<file path="config.mk">
export PLATFORM = sky130hd
export DESIGN_NAME = ble_engine
export DESIGN_NICKNAME = d
export VERILOG_FILES = /design/src/logic/ble_pkg.sv /design/src/logic/ble_engine.sv /design/src/logic/ble_combine.sv
export SDC_FILE = /design/constraint.sdc
export NUM_CORES = 1
export LEC_CHECK = 0
export BUFFER_PORTS_ARGS = -buffer_cell sky130_fd_sc_hd__buf_2
export CORE_AREA = 4 4 252 254
export DETAILED_ROUTE_END_ITERATION = 8
export DIE_AREA = 0 0 256 258
export SLEW_MARGIN = 20
export SYNTH_ARGS = -nofsm -noshare
export SYNTH_HDL_FRONTEND = slang
export SYNTH_SLANG_ARGS = --single-unit
</file>
<file path="constraint.sdc">
create_clock -name clk -period 6.64 [get_ports clk]
set_input_delay 0.332 -clock clk [delete_from_list [all_inputs] [get_ports clk]]
set_output_delay 0.332 -clock clk [all_outputs]
set_load 0.02 [all_outputs]
</file>
<file path="src/logic/ble_pkg.sv">
// Shared constants and carriers for the blit list engine
package ble_pkg;

  // ----------------------------------------------------------------
  // Entry layout
  // ----------------------------------------------------------------
  localparam int unsigned ENTRY_BYTES      = 21;
  localparam logic [4:0]  OFS_SRC_ADR      = 5'h00;
  localparam logic [4:0]  OFS_SRC_YSTEP    = 5'h03;
  localparam logic [4:0]  OFS_SRC_XSTEP    = 5'h05;
  localparam logic [4:0]  OFS_DST_ADR      = 5'h06;
  localparam logic [4:0]  OFS_DST_YSTEP    = 5'h09;
  localparam logic [4:0]  OFS_DST_XSTEP    = 5'h0B;
  localparam logic [4:0]  OFS_WIDTH        = 5'h0C;
  localparam logic [4:0]  OFS_HEIGHT       = 5'h0E;
  localparam logic [4:0]  OFS_AND_MASK     = 5'h0F;
  localparam logic [4:0]  OFS_XOR_MASK     = 5'h10;
  localparam logic [4:0]  OFS_COLL_MASK    = 5'h11;
  localparam logic [4:0]  OFS_ZOOM         = 5'h12;
  localparam logic [4:0]  OFS_PATTERN      = 5'h13;
  localparam logic [4:0]  OFS_MODE         = 5'h14;
  localparam int unsigned ZOOM_X_LSB       = 0;
  localparam int unsigned ZOOM_Y_LSB       = 4;
  localparam int unsigned PAT_EN_BIT       = 7;
  localparam int unsigned NEXT_BIT         = 3;

  // ----------------------------------------------------------------
  // Modes and reset values
  // ----------------------------------------------------------------
  localparam logic [2:0]  MODE_COPY        = 3'h0;
  localparam logic [2:0]  MODE_STENCIL     = 3'h1;
  localparam logic [2:0]  MODE_ADD         = 3'h2;
  localparam logic [2:0]  MODE_OR          = 3'h3;
  localparam logic [2:0]  MODE_AND         = 3'h4;
  localparam logic [2:0]  MODE_XOR         = 3'h5;
  localparam logic [2:0]  MODE_NIBBLE      = 3'h6;
  localparam logic [7:0]  COLL_CODE_RST    = 8'h00;
  localparam logic [23:0] ADR_RST          = 24'h000000;

  // One decoded entry
  typedef struct packed {
    logic [23:0] src_adr;
    logic [12:0] src_ystep;
    logic [7:0]  src_xstep;
    logic [23:0] dst_adr;
    logic [12:0] dst_ystep;
    logic [7:0]  dst_xstep;
    logic [8:0]  width_m1;
    logic [7:0]  height_m1;
    logic [7:0]  and_mask;
    logic [7:0]  xor_mask;
    logic [7:0]  coll_mask;
    logic [2:0]  zoom_x_m1;
    logic [2:0]  zoom_y_m1;
    logic        pattern_repeat_enable;
    logic [6:0]  pattern_m1;
    logic        next;
    logic [2:0]  mode;
  } ble_entry_t;

  // Result of one combine step
  typedef struct packed {
    logic [7:0] result;
    logic       write;
    logic       hit;
    logic       hit_hi;
  } ble_combine_t;

endpackage : ble_pkg

</file>
<file path="src/logic/ble_engine.sv">
// Blit list engine: fetches entries and runs rectangle operations
//
// What this block does
// - Fetch fixed 21-byte entries from memory
// - Optional interrupt after final entry completes
// - Source address, row step, column step
// - Destination address, row step, column step
// - Rows start at previous start plus step
// - Width nine bits, height eight bits
// - Source AND mask then XOR mask
// - Horizontal then vertical zoom replication
// - Destination steps apply per replicated output
// - Pattern repeats first bytes of source row
// - Modes zero to five byte operations
// - Mode six copies non-zero nibbles
// - Next bit chains following entry
// - Collisions off in copy mode
// - Byte collision mask groups of 32
// - Nibble collision mask groups of two
// - First collision code kept per blit
// - Mode six writes one code half
// - Stencil reads destination only with detection
// - Local memory bus only
// - Setup costs 21 memory cycles
// - Lowest priority, only granted free cycles
`timescale 1ns/1ps
module ble_engine
  import ble_pkg::*;
(
  // Clock and reset
  input  wire logic        clk,
  input  wire logic        rst_n,
  // Host control
  input  wire logic [23:0] list_adr,
  input  wire logic        start,
  input  wire logic        irq_enable,
  input  wire logic        irq_clear,
  output logic             busy,
  output logic             irq,
  output logic [7:0]       collision_code,
  // Local memory port, one access per grant
  input  wire logic        mem_free,
  output logic             mem_req,
  output logic             mem_we,
  output logic [23:0]      mem_adr,
  output logic [7:0]       mem_wdata,
  input  wire logic [7:0]  mem_rdata
);

  // ----------------------------------------------------------------
  // State
  // ----------------------------------------------------------------
  typedef enum logic [4:0] {
    ST_IDLE  = 5'b00001,
    ST_SETUP = 5'b00010,
    ST_SRC   = 5'b00100,
    ST_DST   = 5'b01000,
    ST_WR    = 5'b10000
  } ble_state_t;

  ble_state_t  state;
  ble_entry_t  ent;
  logic [23:0] entry_adr;
  logic [4:0]  setup_idx;
  logic [7:0]  raw [0:ENTRY_BYTES-1];
  logic [23:0] src_row;
  logic [23:0] src_ptr;
  logic [23:0] dst_row;
  logic [23:0] dst_ptr;
  logic [8:0]  col;
  logic [7:0]  row;
  logic [2:0]  zx;
  logic [2:0]  zy;
  logic [6:0]  pat_pos;
  logic [2:0]  pat_zx;
  logic [7:0]  src_byte;
  logic [7:0]  dst_byte;
  logic        coll_seen;
  logic        have_src;

  // Grant: the engine accesses memory only on cycles others leave free
  wire logic grant = mem_req && mem_free;

  // ----------------------------------------------------------------
  // Entry decode
  // ----------------------------------------------------------------
  // field extraction
  wire ble_entry_t dec = '{
    src_adr:   {raw[2], raw[1], raw[0]},
    src_ystep: {raw[4][4:0], raw[3]},
    src_xstep: raw[OFS_SRC_XSTEP],
    dst_adr:   {raw[8], raw[7], raw[6]},
    dst_ystep: {raw[10][4:0], raw[9]},
    dst_xstep: raw[OFS_DST_XSTEP],
    width_m1:  {raw[13][0], raw[OFS_WIDTH]},
    height_m1: raw[OFS_HEIGHT],
    and_mask:  raw[OFS_AND_MASK],
    xor_mask:  raw[OFS_XOR_MASK],
    coll_mask: raw[OFS_COLL_MASK],
    zoom_x_m1: raw[OFS_ZOOM][ZOOM_X_LSB +: 3],
    zoom_y_m1: raw[OFS_ZOOM][ZOOM_Y_LSB +: 3],
    pattern_repeat_enable: raw[OFS_PATTERN][PAT_EN_BIT],
    pattern_m1: raw[OFS_PATTERN][6:0],
    // Byte 20 is still on the bus at the loading edge, not yet in raw
    next:      mem_rdata[NEXT_BIT],
    mode:      mem_rdata[2:0]
  };

  // Sign extension of steps to address width
  wire logic [23:0] sx_src  = {{16{ent.src_xstep[7]}}, ent.src_xstep};
  wire logic [23:0] sy_src  = {{11{ent.src_ystep[12]}}, ent.src_ystep};
  wire logic [23:0] sx_dst  = {{16{ent.dst_xstep[7]}}, ent.dst_xstep};
  wire logic [23:0] sy_dst  = {{11{ent.dst_ystep[12]}}, ent.dst_ystep};

  // source modification before the mode operation
  wire logic [7:0] src_mod  = (mem_rdata & ent.and_mask) ^ ent.xor_mask;

  // destination read is skipped for copy and for plain stencil
  wire logic need_dst =
    (ent.mode != MODE_COPY) &&
    !((ent.mode == MODE_STENCIL) && (ent.coll_mask == 8'h00));

  ble_combine_t cmb;
  ble_combine u_combine (
    .src       (src_byte),
    .dst       (dst_byte),
    .mode      (ent.mode),
    .coll_mask (ent.coll_mask),
    .res       (cmb)
  );

  // ----------------------------------------------------------------
  // Walk position
  // ----------------------------------------------------------------
  wire logic last_zx  = (zx == ent.zoom_x_m1);
  wire logic last_col = (col == ent.width_m1) && last_zx;
  wire logic last_zy  = (zy == ent.zoom_y_m1);
  wire logic last_row = (row == ent.height_m1) && last_zy;
  // pattern wraps after pattern_m1 + 1 source bytes, at the end of a zoom group
  wire logic pat_wrap = ent.pattern_repeat_enable && (pat_pos == ent.pattern_m1);
  wire logic src_step = last_zx;

  // Address driven for each state
  wire logic [23:0] next_mem_adr =
    (state == ST_SETUP) ? entry_adr + {19'h00000, setup_idx} :
    (state == ST_SRC)   ? src_ptr : dst_ptr;

  // ----------------------------------------------------------------
  // Sequencer
  // ----------------------------------------------------------------
  always_ff @(posedge clk)
  begin
    if (!rst_n)
    begin
      state     <= ST_IDLE;
      busy      <= 1'b0;
      irq       <= 1'b0;
      entry_adr <= ADR_RST;
      setup_idx <= 5'h00;
      collision_code <= COLL_CODE_RST;
      coll_seen <= 1'b0;
      have_src  <= 1'b0;
      ent       <= '0;
      src_row   <= ADR_RST;
      src_ptr   <= ADR_RST;
      dst_row   <= ADR_RST;
      dst_ptr   <= ADR_RST;
      col       <= 9'h000;
      row       <= 8'h00;
      zx        <= 3'h0;
      zy        <= 3'h0;
      pat_pos   <= 7'h00;
      pat_zx    <= 3'h0;
      src_byte  <= 8'h00;
      dst_byte  <= 8'h00;
    end
    else
    begin
      if (irq_clear)
        irq <= 1'b0;
      case (state)
        ST_IDLE:
          if (start)
          begin
            entry_adr <= list_adr;
            setup_idx <= 5'h00;
            busy      <= 1'b1;
            state     <= ST_SETUP;
          end
        ST_SETUP:
          // one granted cycle per setup byte
          if (grant)
          begin
            raw[setup_idx] <= mem_rdata;
            if (setup_idx == 5'(ENTRY_BYTES - 1))
              state <= ST_SRC;
            else
              setup_idx <= setup_idx + 5'h01;
          end
        ST_SRC:
          if (grant || have_src)
          begin
            if (!have_src)
              src_byte <= src_mod;
            have_src <= 1'b1;
            state    <= need_dst ? ST_DST : ST_WR;
          end
        ST_DST:
          if (grant)
          begin
            dst_byte <= mem_rdata;
            state    <= ST_WR;
          end
        ST_WR:
          if (grant || !cmb.write)
          begin
            if (cmb.hit && !coll_seen)
            begin
              coll_seen <= 1'b1;
              if (ent.mode != MODE_NIBBLE)
                collision_code <= dst_byte;
              else if (cmb.hit_hi)
                collision_code[7:4] <= dst_byte[7:4];
              else
                collision_code[3:0] <= dst_byte[3:0];
            end
            dst_ptr <= dst_ptr + sx_dst;
            zx      <= last_zx ? 3'h0 : zx + 3'h1;
            // Zoom reuses the byte; a new column refetches
            have_src <= !src_step;
            if (src_step)
            begin
              col <= col + 9'h001;
              if (pat_wrap)
              begin
                pat_pos <= 7'h00;
                src_ptr <= src_row;
              end
              else
              begin
                pat_pos <= pat_pos + 7'h01;
                src_ptr <= src_ptr + sx_src;
              end
            end
            state <= ST_SRC;
            if (last_col)
            begin
              // rows advance from the row start
              col     <= 9'h000;
              pat_pos <= 7'h00;
              zy      <= last_zy ? 3'h0 : zy + 3'h1;
              dst_row <= dst_row + sy_dst;
              dst_ptr <= dst_row + sy_dst;
              src_row <= last_zy ? src_row + sy_src : src_row;
              src_ptr <= last_zy ? src_row + sy_src : src_row;
              if (last_zy)
                row <= row + 8'h01;
              if (last_row)
              begin
                if (ent.next)
                begin
                  entry_adr <= entry_adr + 24'(ENTRY_BYTES);
                  setup_idx <= 5'h00;
                  state     <= ST_SETUP;
                end
                else
                begin
                  busy  <= 1'b0;
                  if (irq_enable)
                    irq <= 1'b1;
                  state <= ST_IDLE;
                end
              end
            end
          end
        default:
          state <= ST_IDLE;
      endcase
      // Load walk state once the last setup byte arrives
      if (state == ST_SETUP && grant && setup_idx == 5'(ENTRY_BYTES - 1))
      begin
        ent       <= dec;
        // first access uses start addresses exactly
        src_row   <= dec.src_adr;
        src_ptr   <= dec.src_adr;
        dst_row   <= dec.dst_adr;
        dst_ptr   <= dec.dst_adr;
        col       <= 9'h000;
        row       <= 8'h00;
        zx        <= 3'h0;
        zy        <= 3'h0;
        pat_pos   <= 7'h00;
        coll_seen <= 1'b0;
        have_src  <= 1'b0;
        if (dec.mode == MODE_NIBBLE)
          collision_code <= COLL_CODE_RST;
      end
    end
  end

  // ----------------------------------------------------------------
  // Memory port
  // ----------------------------------------------------------------
  // request only local memory, wait for free cycle
  wire logic next_mem_req =
    (state == ST_SETUP) || (state == ST_DST) ||
    ((state == ST_SRC) && !have_src) || ((state == ST_WR) && cmb.write);

  always_comb
  begin
    mem_req   = next_mem_req;
    mem_adr   = next_mem_adr;
    mem_we    = (state == ST_WR);
    mem_wdata = cmb.result;
  end

  // ----------------------------------------------------------------
  // Checks
  // ----------------------------------------------------------------
  property p_busy_irq;
    @(posedge clk) disable iff (!rst_n)
    $fell(busy) |-> (irq == ($past(irq_enable) || ($past(irq) && !$past(irq_clear))));
  endproperty
  a_busy_irq: assert property (p_busy_irq) else $error("irq mismatch at list end");

  property p_no_req_idle;
    @(posedge clk) disable iff (!rst_n)
    (state == ST_IDLE) |-> !mem_req;
  endproperty
  a_no_req_idle: assert property (p_no_req_idle) else $error("request while idle");

  property p_start_busy;
    @(posedge clk) disable iff (!rst_n)
    (state == ST_IDLE && start) |=> busy && (state == ST_SETUP);
  endproperty
  a_start_busy: assert property (p_start_busy) else $error("start not taken");

  property p_setup_adr;
    @(posedge clk) disable iff (!rst_n)
    (state == ST_SETUP) |-> (mem_adr == entry_adr + {19'h00000, setup_idx}) && !mem_we;
  endproperty
  a_setup_adr: assert property (p_setup_adr) else $error("setup address wrong");

  property p_setup_stall;
    @(posedge clk) disable iff (!rst_n)
    (state == ST_SETUP && !mem_free) |=> $stable(setup_idx);
  endproperty
  a_setup_stall: assert property (p_setup_stall) else $error("setup moved without grant");

  property p_copy_no_coll;
    @(posedge clk) disable iff (!rst_n)
    (state == ST_WR && ent.mode == MODE_COPY) |-> !cmb.hit;
  endproperty
  a_copy_no_coll: assert property (p_copy_no_coll) else $error("copy mode collided");

  property p_code_kept;
    @(posedge clk) disable iff (!rst_n)
    (coll_seen && $past(coll_seen) && state != ST_SETUP) |-> $stable(collision_code);
  endproperty
  a_code_kept: assert property (p_code_kept) else $error("collision code overwritten");

  property p_stencil_nodst;
    @(posedge clk) disable iff (!rst_n)
    (ent.mode == MODE_STENCIL && ent.coll_mask == 8'h00) |-> (state != ST_DST);
  endproperty
  a_stencil_nodst: assert property (p_stencil_nodst) else $error("needless dest read");

  property p_chain;
    @(posedge clk) disable iff (!rst_n)
    (state == ST_WR && $past(state) != ST_SETUP && grant && last_col && last_row && ent.next)
      |=> (entry_adr == $past(entry_adr) + 24'(ENTRY_BYTES));
  endproperty
  a_chain: assert property (p_chain) else $error("chain not contiguous");

endmodule : ble_engine

</file>
<file path="src/logic/ble_combine.sv">
// Combine unit: mode operation and collision test for one byte
`timescale 1ns/1ps
module ble_combine
  import ble_pkg::*;
(
  // Operands
  input  wire logic [7:0]   src,
  input  wire logic [7:0]   dst,
  input  wire logic [2:0]   mode,
  input  wire logic [7:0]   coll_mask,
  // Result
  output ble_pkg::ble_combine_t res
);
  wire logic src_hi_nz = (src[7:4] != 4'h0);
  wire logic src_lo_nz = (src[3:0] != 4'h0);
  wire logic dst_hi_nz = (dst[7:4] != 4'h0);
  wire logic dst_lo_nz = (dst[3:0] != 4'h0);
  // byte groups of 32, nibble groups of two
  wire logic byte_en   = coll_mask[dst[7:5]] && (dst != 8'h00);
  wire logic hi_en     = coll_mask[dst[7:5]] && dst_hi_nz;
  wire logic lo_en     = coll_mask[dst[3:1]] && dst_lo_nz;
  wire logic src_nz    = (src != 8'h00);

  always_comb
  begin
    res = '0;
    case (mode)
      MODE_COPY:    res = '{src, 1'b1, 1'b0, 1'b0};
      MODE_STENCIL: res = '{src, src_nz, src_nz && byte_en, 1'b0};
      MODE_ADD:     res = '{src + dst, 1'b1, src_nz && byte_en, 1'b0};
      MODE_OR:      res = '{src | dst, 1'b1, src_nz && byte_en, 1'b0};
      MODE_AND:     res = '{src & dst, 1'b1, src_nz && byte_en, 1'b0};
      MODE_XOR:     res = '{src ^ dst, 1'b1, src_nz && byte_en, 1'b0};
      MODE_NIBBLE:
      begin
        res.result = {src_hi_nz ? src[7:4] : dst[7:4], src_lo_nz ? src[3:0] : dst[3:0]};
        res.write  = 1'b1;
        res.hit_hi = src_hi_nz && hi_en;
        res.hit    = res.hit_hi || (src_lo_nz && lo_en);
      end
      default:      res = '{dst, 1'b0, 1'b0, 1'b0};
    endcase
  end

endmodule : ble_combine

</file>
==> flow_summary.toml, run 1 <==
[setup_path]
path_max_fanout = 63
worstPathCellList = "nor2_1, nand3_1, or2_2, nor2_4, buf_4, buf_4, nand2_1, a21boi_0"
slowest_stage = "buf_4"
critPathArrivalTime_ns = 4.65
r2r_setup_slack_ns = 2.51
startpoint_type = "flop"
cp.required_ns = 7.16
cp-end-kind = "flop"
max_stage_delay_ns = 0.70
crit_type = "reg2reg"
cpMostUsedCell = "buf_4"

[floorplanning]
die_w_um = 256
start_util = 0.397
coreArea_sq_mm = 0.0613
io_pins = 82
rows = 91
die_area_sq_mm = 0.0660
die_height_um = 258

[clock_tree]
cts_buffer_depth = 3
cts_max_level = 2
hold_buffers = 4
clk_pin_slew_ns = 0.06
cts_buffers = 48
postCtsSetupBuffers = 0
post_cts_resized = 0
clock_latency_ns = 0.61
cts_sinks = 434
cts_tree = "done"
root_buffer = "clkbuf_16"

[synthesis]
synth_ff_type = "dfxtp_1"
synth_cell_types = 83
yosysSeqAreaShare = 0.417
synthCells = 2785
syn-mean-instance-area_sq_um = 8.73
synth_seq_cells = 434
syn-cell-area_sq_mm = 0.0243
synthArstFlopShare = 0
synth_nets = 2952
synth-edff-count = 145
yosysWarnings = 0

[drt]
wire_per_inst_um = 20.8
num_vias = 21200
vias_per_cell = 5.82
ant_nets = 0
drtIter0Drc = 1857
routed_wl_mm = 75.6
drc = 0
drtPass1Iterations = 9

[run_status]
outcome = "finished, final reports clean"

[global_routing]
grt_overflow_total = 0
grt_pass1_wl_mm = 117
grt_usage = 0.220
grt_pass1_vias = 20400
grt_max_degree = 66
antenna_found_initial = 5

[sta]
rsz0062_at_grt = "false"
period_share = 0.622
setup_viol = 0
fmax_ghz = 0.242
period_minus_slack_ns = 4.13
finClkSkew_ns = 0.0205
slew_headroom = 0.318
worst_pin_slew_ns = 1.02
setup_tns_ns = 0
setup_slack_ns = 2.51
hold_violations = 0
report.final.slew_viol_count = 0

[cells_and_area]
drive_above_1_share = 0.0844
nNetsFinal = 2971
antenna_cells = 0
final_area_sq_mm = 0.0271
area_delta_synth_final_pct = 11.6
final_cells = 3634

[placement]
place_area_sq_mm = 0.0254
gp_congestion = 0.888
dpl.cell_count = 3540
hpwl_mm = 51.4
portBuffers = 81
pre_cts_ws_ns = 2.59

[pwr]
vdd_drop_max_v = 0.000194
p_leak_nw = 10.6
p_per_area_mw_per_mm2 = 240

[worst_hold_path]
hp-class = "in2reg"

[job]
max_cap_viol_count = 0
## metal layers
metal	track usage	share of wire	vias up
met4	0.0628	0.029	0
met5	0	0	-
li1	-	-	10100
met1	0.296	0.44	10300
met3	0.0317	0.059	132
met2	0.371	0.47	659
## state kept, by name, indices dropped and copies added (netlist names), 9 cells and up
name       cells
dst_row       24
entry_adr     24
src_ptr       24
raw          145
ent          101
col            9
src_row       24
dst_ptr       24
## synth_stat cells (8+ instances only)
| library cell | n | area, sq um |
|---|---|---|
| nand2_1 | 457 | 1720 |
| dfxtp_1 | 289 | 5790 |
| nor2_1 | 249 | 935 |
| a21oi_1 | 239 | 1200 |
| o21ai_0 | 160 | 801 |
| edfxtp_1 | 145 | 4350 |
| ha_1 | 123 | 1540 |
| clkbuf_1 | 104 | 390 |
| xor2_1 | 84 | 736 |
| xnor2_1 | 82 | 718 |
| a21boi_0 | 62 | 465 |
| inv_1 | 54 | 203 |
| mux2i_1 | 52 | 521 |
| a21o_1 | 47 | 353 |
| nand3_1 | 45 | 225 |
| nor3_1 | 45 | 225 |
| a211oi_1 | 41 | 308 |
| nand4_1 | 31 | 194 |
| nor2b_1 | 31 | 194 |
| o211ai_1 | 30 | 225 |
| buf_2 | 29 | 145 |
| a31oi_1 | 26 | 163 |
| o22ai_1 | 26 | 163 |
| and3_1 | 20 | 125 |
| o21a_1 | 20 | 150 |
| nand2b_1 | 19 | 119 |
| or3_1 | 19 | 119 |
| a311oi_1 | 15 | 131 |
| and2_1 | 15 | 93.8 |
| o221ai_1 | 15 | 131 |
| o21bai_1 | 13 | 97.6 |
| buf_1 | 12 | 45.0 |
| a221oi_1 | 11 | 96.3 |
| a22oi_1 | 11 | 82.6 |
| mux2_2 | 10 | 113 |
| nor4_1 | 10 | 62.6 |
| o211a_1 | 10 | 100 |
| a211o_1 | 9 | 78.8 |
| o31ai_1 | 9 | 67.6 |
| nand3b_1 | 8 | 60.1 |
| nor3b_1 | 8 | 60.1 |
## per-stage QoR
stage	hold WS, ns	utilization	power [mW]
finish	0.0481	0.443	6.51
global route	0.0463	0.443	6.75
CTS	0.0292	0.443	6.54
detailed placement	0.450	0.415	3.70
global placement	0.448	0.415	3.67
floorplan	0.431	-	3.47
## final cells by class
type                            count  area, sq um
Inverter                           55          209
Timing Repair Buffer              116          681
Sequential cell                   434        10100
Clock buffer                       66         1400
Multi-Input combinational cell   2149        13400
Tap cell                          790          988
Clock inverter                     24          283
Fill cell                        5979        34100
## placed cells by master (no fill, tap or decap), types with 19 or more instances in the layout
master,n
and3_1,19
o211ai_1,30
nand2_1,456
xor2_1,84
mux2i_1,52
a21o_1,47
dfxtp_1,289
buf_4,32
clkbuf_16,51
nor3_1,44
o21ai_0,159
edfxtp_1,145
ha_1,123
nor2_1,247
nor2b_1,31
o21a_1,20
nand3_1,44
nand2b_1,19
a21oi_1,239
buf_2,80
o22ai_1,25
a21boi_0,62
nand4_1,31
a31oi_1,26
inv_1,53
xnor2_1,82
a211oi_1,41
or3_1,19
## cells by family (layout without fill, tap and decap cells)
logic type	Yosys count	after routing	share of synthesized area
flip-flops	434	434	0.417
multiplexers	66	66	0.0297
AND/OR/NAND/NOR	991	991	0.182
buffers and inverters	202	261	0.0330
adder cells (fa/ha/maj)	129	129	0.0682
AO/OA/AOI/OAI	797	797	0.210
XOR/XNOR	166	166	0.0598
## worst max-delay path, delay by kind of cell (launching register included)
family          cells  cell delay (ns)
compound gates      1             0.18
buf+inv             2             1.17
flops               1             0.39
simple gates        5             2.25
## power breakdown
group          switching (mW)  internal [mW]
clock network            1.16           1.69
logic                   0.472          0.253
registers               0.115           2.82
total                    1.75           4.76
## worst paths after layout
path / start / end / depth (start not counted)
max: state[2]$_SDFFE_PN0P_ / ent[20]$_SDFFE_PN0P_ / 8
min: list_adr[7] / entry_adr[7]$_SDFFE_PN0P_ / 3
max reg2reg: state[2]$_SDFFE_PN0P_ / ent[20]$_SDFFE_PN0P_ / 8
min reg2reg: ent[34]$_SDFFE_PN0P_ / ent[34]$_SDFFE_PN0P_ / 2
No activity file was read; power rests on OpenSTA's default activity.
==> run 2: changes to the inputs <==
- clock period: 6.64 -> 3.7 ns (I/O delays scaled with it)
==> run 2 against run 1 <==
  * Sequential share of layout area down 0.67 points
  * Critical endpoint is now dst_row[23]$_SDFFE_PN0P_
  * Highest routed layer unchanged
  * Largest cell class unchanged
  * Sequential power up 80%
  * Via count up 0.93%
==> flow_summary.toml, run 2 (same netlist as run 1, synthesis figures left out) <==
[placement]
place_area_sq_mm = 0.0257
pre_cts_ws_ns = 0.369
portBuffers = 81
dpl.cell_count = 3582
gp_congestion = 0.905
hpwl_mm = 53.3

[sta]
slew_headroom = 0.284
finClkSkew_ns = 0.0373
period_share = 0.953
setup_slack_ns = 0.174
worst_pin_slew_ns = 1.07
hold_slack_ns = 0.0602
hold_violations = 0
fmax_ghz = 0.284
rsz0062_at_grt = "false"
period_minus_slack_ns = 3.53
setup_viol = 0
report.final.slew_viol_count = 0
setup_tns_ns = 0

[setup_path]
worst-path-buf-inv = 1
worstPathCellList = "ha_1, and3_1, nand2_1, a2111oi_0, buf_4, o211ai_1, a31oi_1, xnor2_1, or4_1, a31oi_1"
critPathArrivalTime_ns = 4.04
regToRegStartpoint = "ent[79]$_SDFFE_PN0P_"
path_max_fanout = 13
cpMostUsedCell = "a31oi_1"
rr_endpoint = "dst_row[23]$_SDFFE_PN0P_"
cp.required_ns = 4.22
startpoint_type = "flop"
startpoint = "ent[79]$_SDFFE_PN0P_"
critPathTopFamily = "compound AO/OA/AOI/OAI gates"
r2r_setup_slack_ns = 0.17
cp-end-kind = "flop"
path_depth = 10
slowest_stage = "a2111oi_0"
ff2ff_path_depth = 10
max_stage_delay_ns = 0.80
crit_type = "reg2reg"
crit_path_end = "dst_row[23]$_SDFFE_PN0P_"

[drt]
vias_per_cell = 5.77
ant_nets = 0
drtPass1Iterations = 5
drtIter0Drc = 1807
drc = 0
wire_per_inst_um = 20.5
num_vias = 21400
routed_wl_mm = 75.7

[global_routing]
grt_max_degree = 65
antenna_found_initial = 2
met2_usage = 0.369
grt_usage = 0.221
grt_pass1_wl_mm = 117
grtUsageMet3 = 0.0285
busiest_layer = "met2"
grt_pass1_vias = 20700
met1_usage = 0.293
grt_overflow_total = 0

[clock_tree]
clk_pin_slew_ns = 0.06
root_buffer = "clkbuf_16"
clock_latency_ns = 0.62
postCtsSetupBuffers = 0
cts_max_level = 2
cts_tree = "done"
cts_sinks = 434
cts_buffers = 49
cts_buffer_depth = 3

[floorplanning]
rows = 91
die_height_um = 258
coreArea_sq_mm = 0.0613
die_area_sq_mm = 0.0660
die_w_um = 256
io_pins = 82
start_util = 0.397

[cells_and_area]
drive_above_1_share = 0.0942
final_cells = 3700
n_fill_cell = 5939
reg_top3 = "raw x145, ent x101"
final_area_sq_mm = 0.0276
regMostFlops = "raw"
nNetsFinal = 3037
final_common_cell = "nand2_1"
area_delta_synth_final_pct = 13.6
final_cell_mix = "nand2_1, dfxtp_1, nor2_1"
fin_util = 0.451
largest_reg_flops = 145
antenna_cells = 0

[worst_hold_path]
hp-class = "in2reg"

[run_status]
outcome = "finished, final reports clean"

[pwr]
power_mw = 11.5
vdd_drop_max_v = 0.000333
p_leak_nw = 10.9
p_per_area_mw_per_mm2 = 417

[job]
max_cap_viol_count = 0
==> run 2: layout make-up <==
class	count	area, sq um	share of cell area
multi-input combinational	2149	13400	0.486
sequential	434	10100	0.367
clock buffer	69	1350	0.0489
timing repair buffer	181	1240	0.0449
tap	790	988	0.0358
clock inverter	22	268	0.00970
inverter	55	209	0.00757
==> run 2: worst min-delay path: stages <==
cell	delay (ns)
buf_2	0.07
nor2_1	0.04
a31oi_1	0.13
o21ai_0	0.08
a21oi_1	0.11
==> run 2: layer usage <==
| metal | vias to the layer above | share of wire | wire length [um] |
|---|---|---|---|
| li1 | 10200 | - | - |
| met1 | 10300 | 0.44 | 33300 |
| met2 | 670 | 0.47 | 35300 |
| met3 | 146 | 0.058 | 4370 |
| met4 | 0 | 0.036 | 2710 |
| met5 | - | 0 | 0 |
==> run 2: power breakdown <==
group / total, mW / internal [mW] / leakage, nW / switching, mW
registers: 5.26 / 5.05 / 3.64 / 0.205
logic: 1.34 / 0.502 / 6.45 / 0.836
clock network: 4.91 / 2.85 / 0.782 / 2.06
==> run 2: repair_timing <==
| item | CTS | global route |
|---|---|---|
| hold buffers | 27 | 0 |
| endpoints found under the hold margin | 35 | 0 |
| setup endpoints to repair | 0 | 2 |
| gates resized for setup | 0 | 1 |
==> run 2: worst min path at each step <==
stage | startpoint | endpoint | cells past startpoint
after floorplan | mem_rdata[0] | raw[0][0]$_DFFE_PP_ | 0
after global placement | ent[38]$_SDFFE_PN0P_ | ent[38]$_SDFFE_PN0P_ | 2
after detailed placement | ent[35]$_SDFFE_PN0P_ | ent[35]$_SDFFE_PN0P_ | 2
after CTS | list_adr[19] | entry_adr[19]$_SDFFE_PN0P_ | 5
after global routing | mem_rdata[0] | src_byte[0]$_SDFFE_PN0P_ | 5
final | list_adr[19] | entry_adr[19]$_SDFFE_PN0P_ | 5
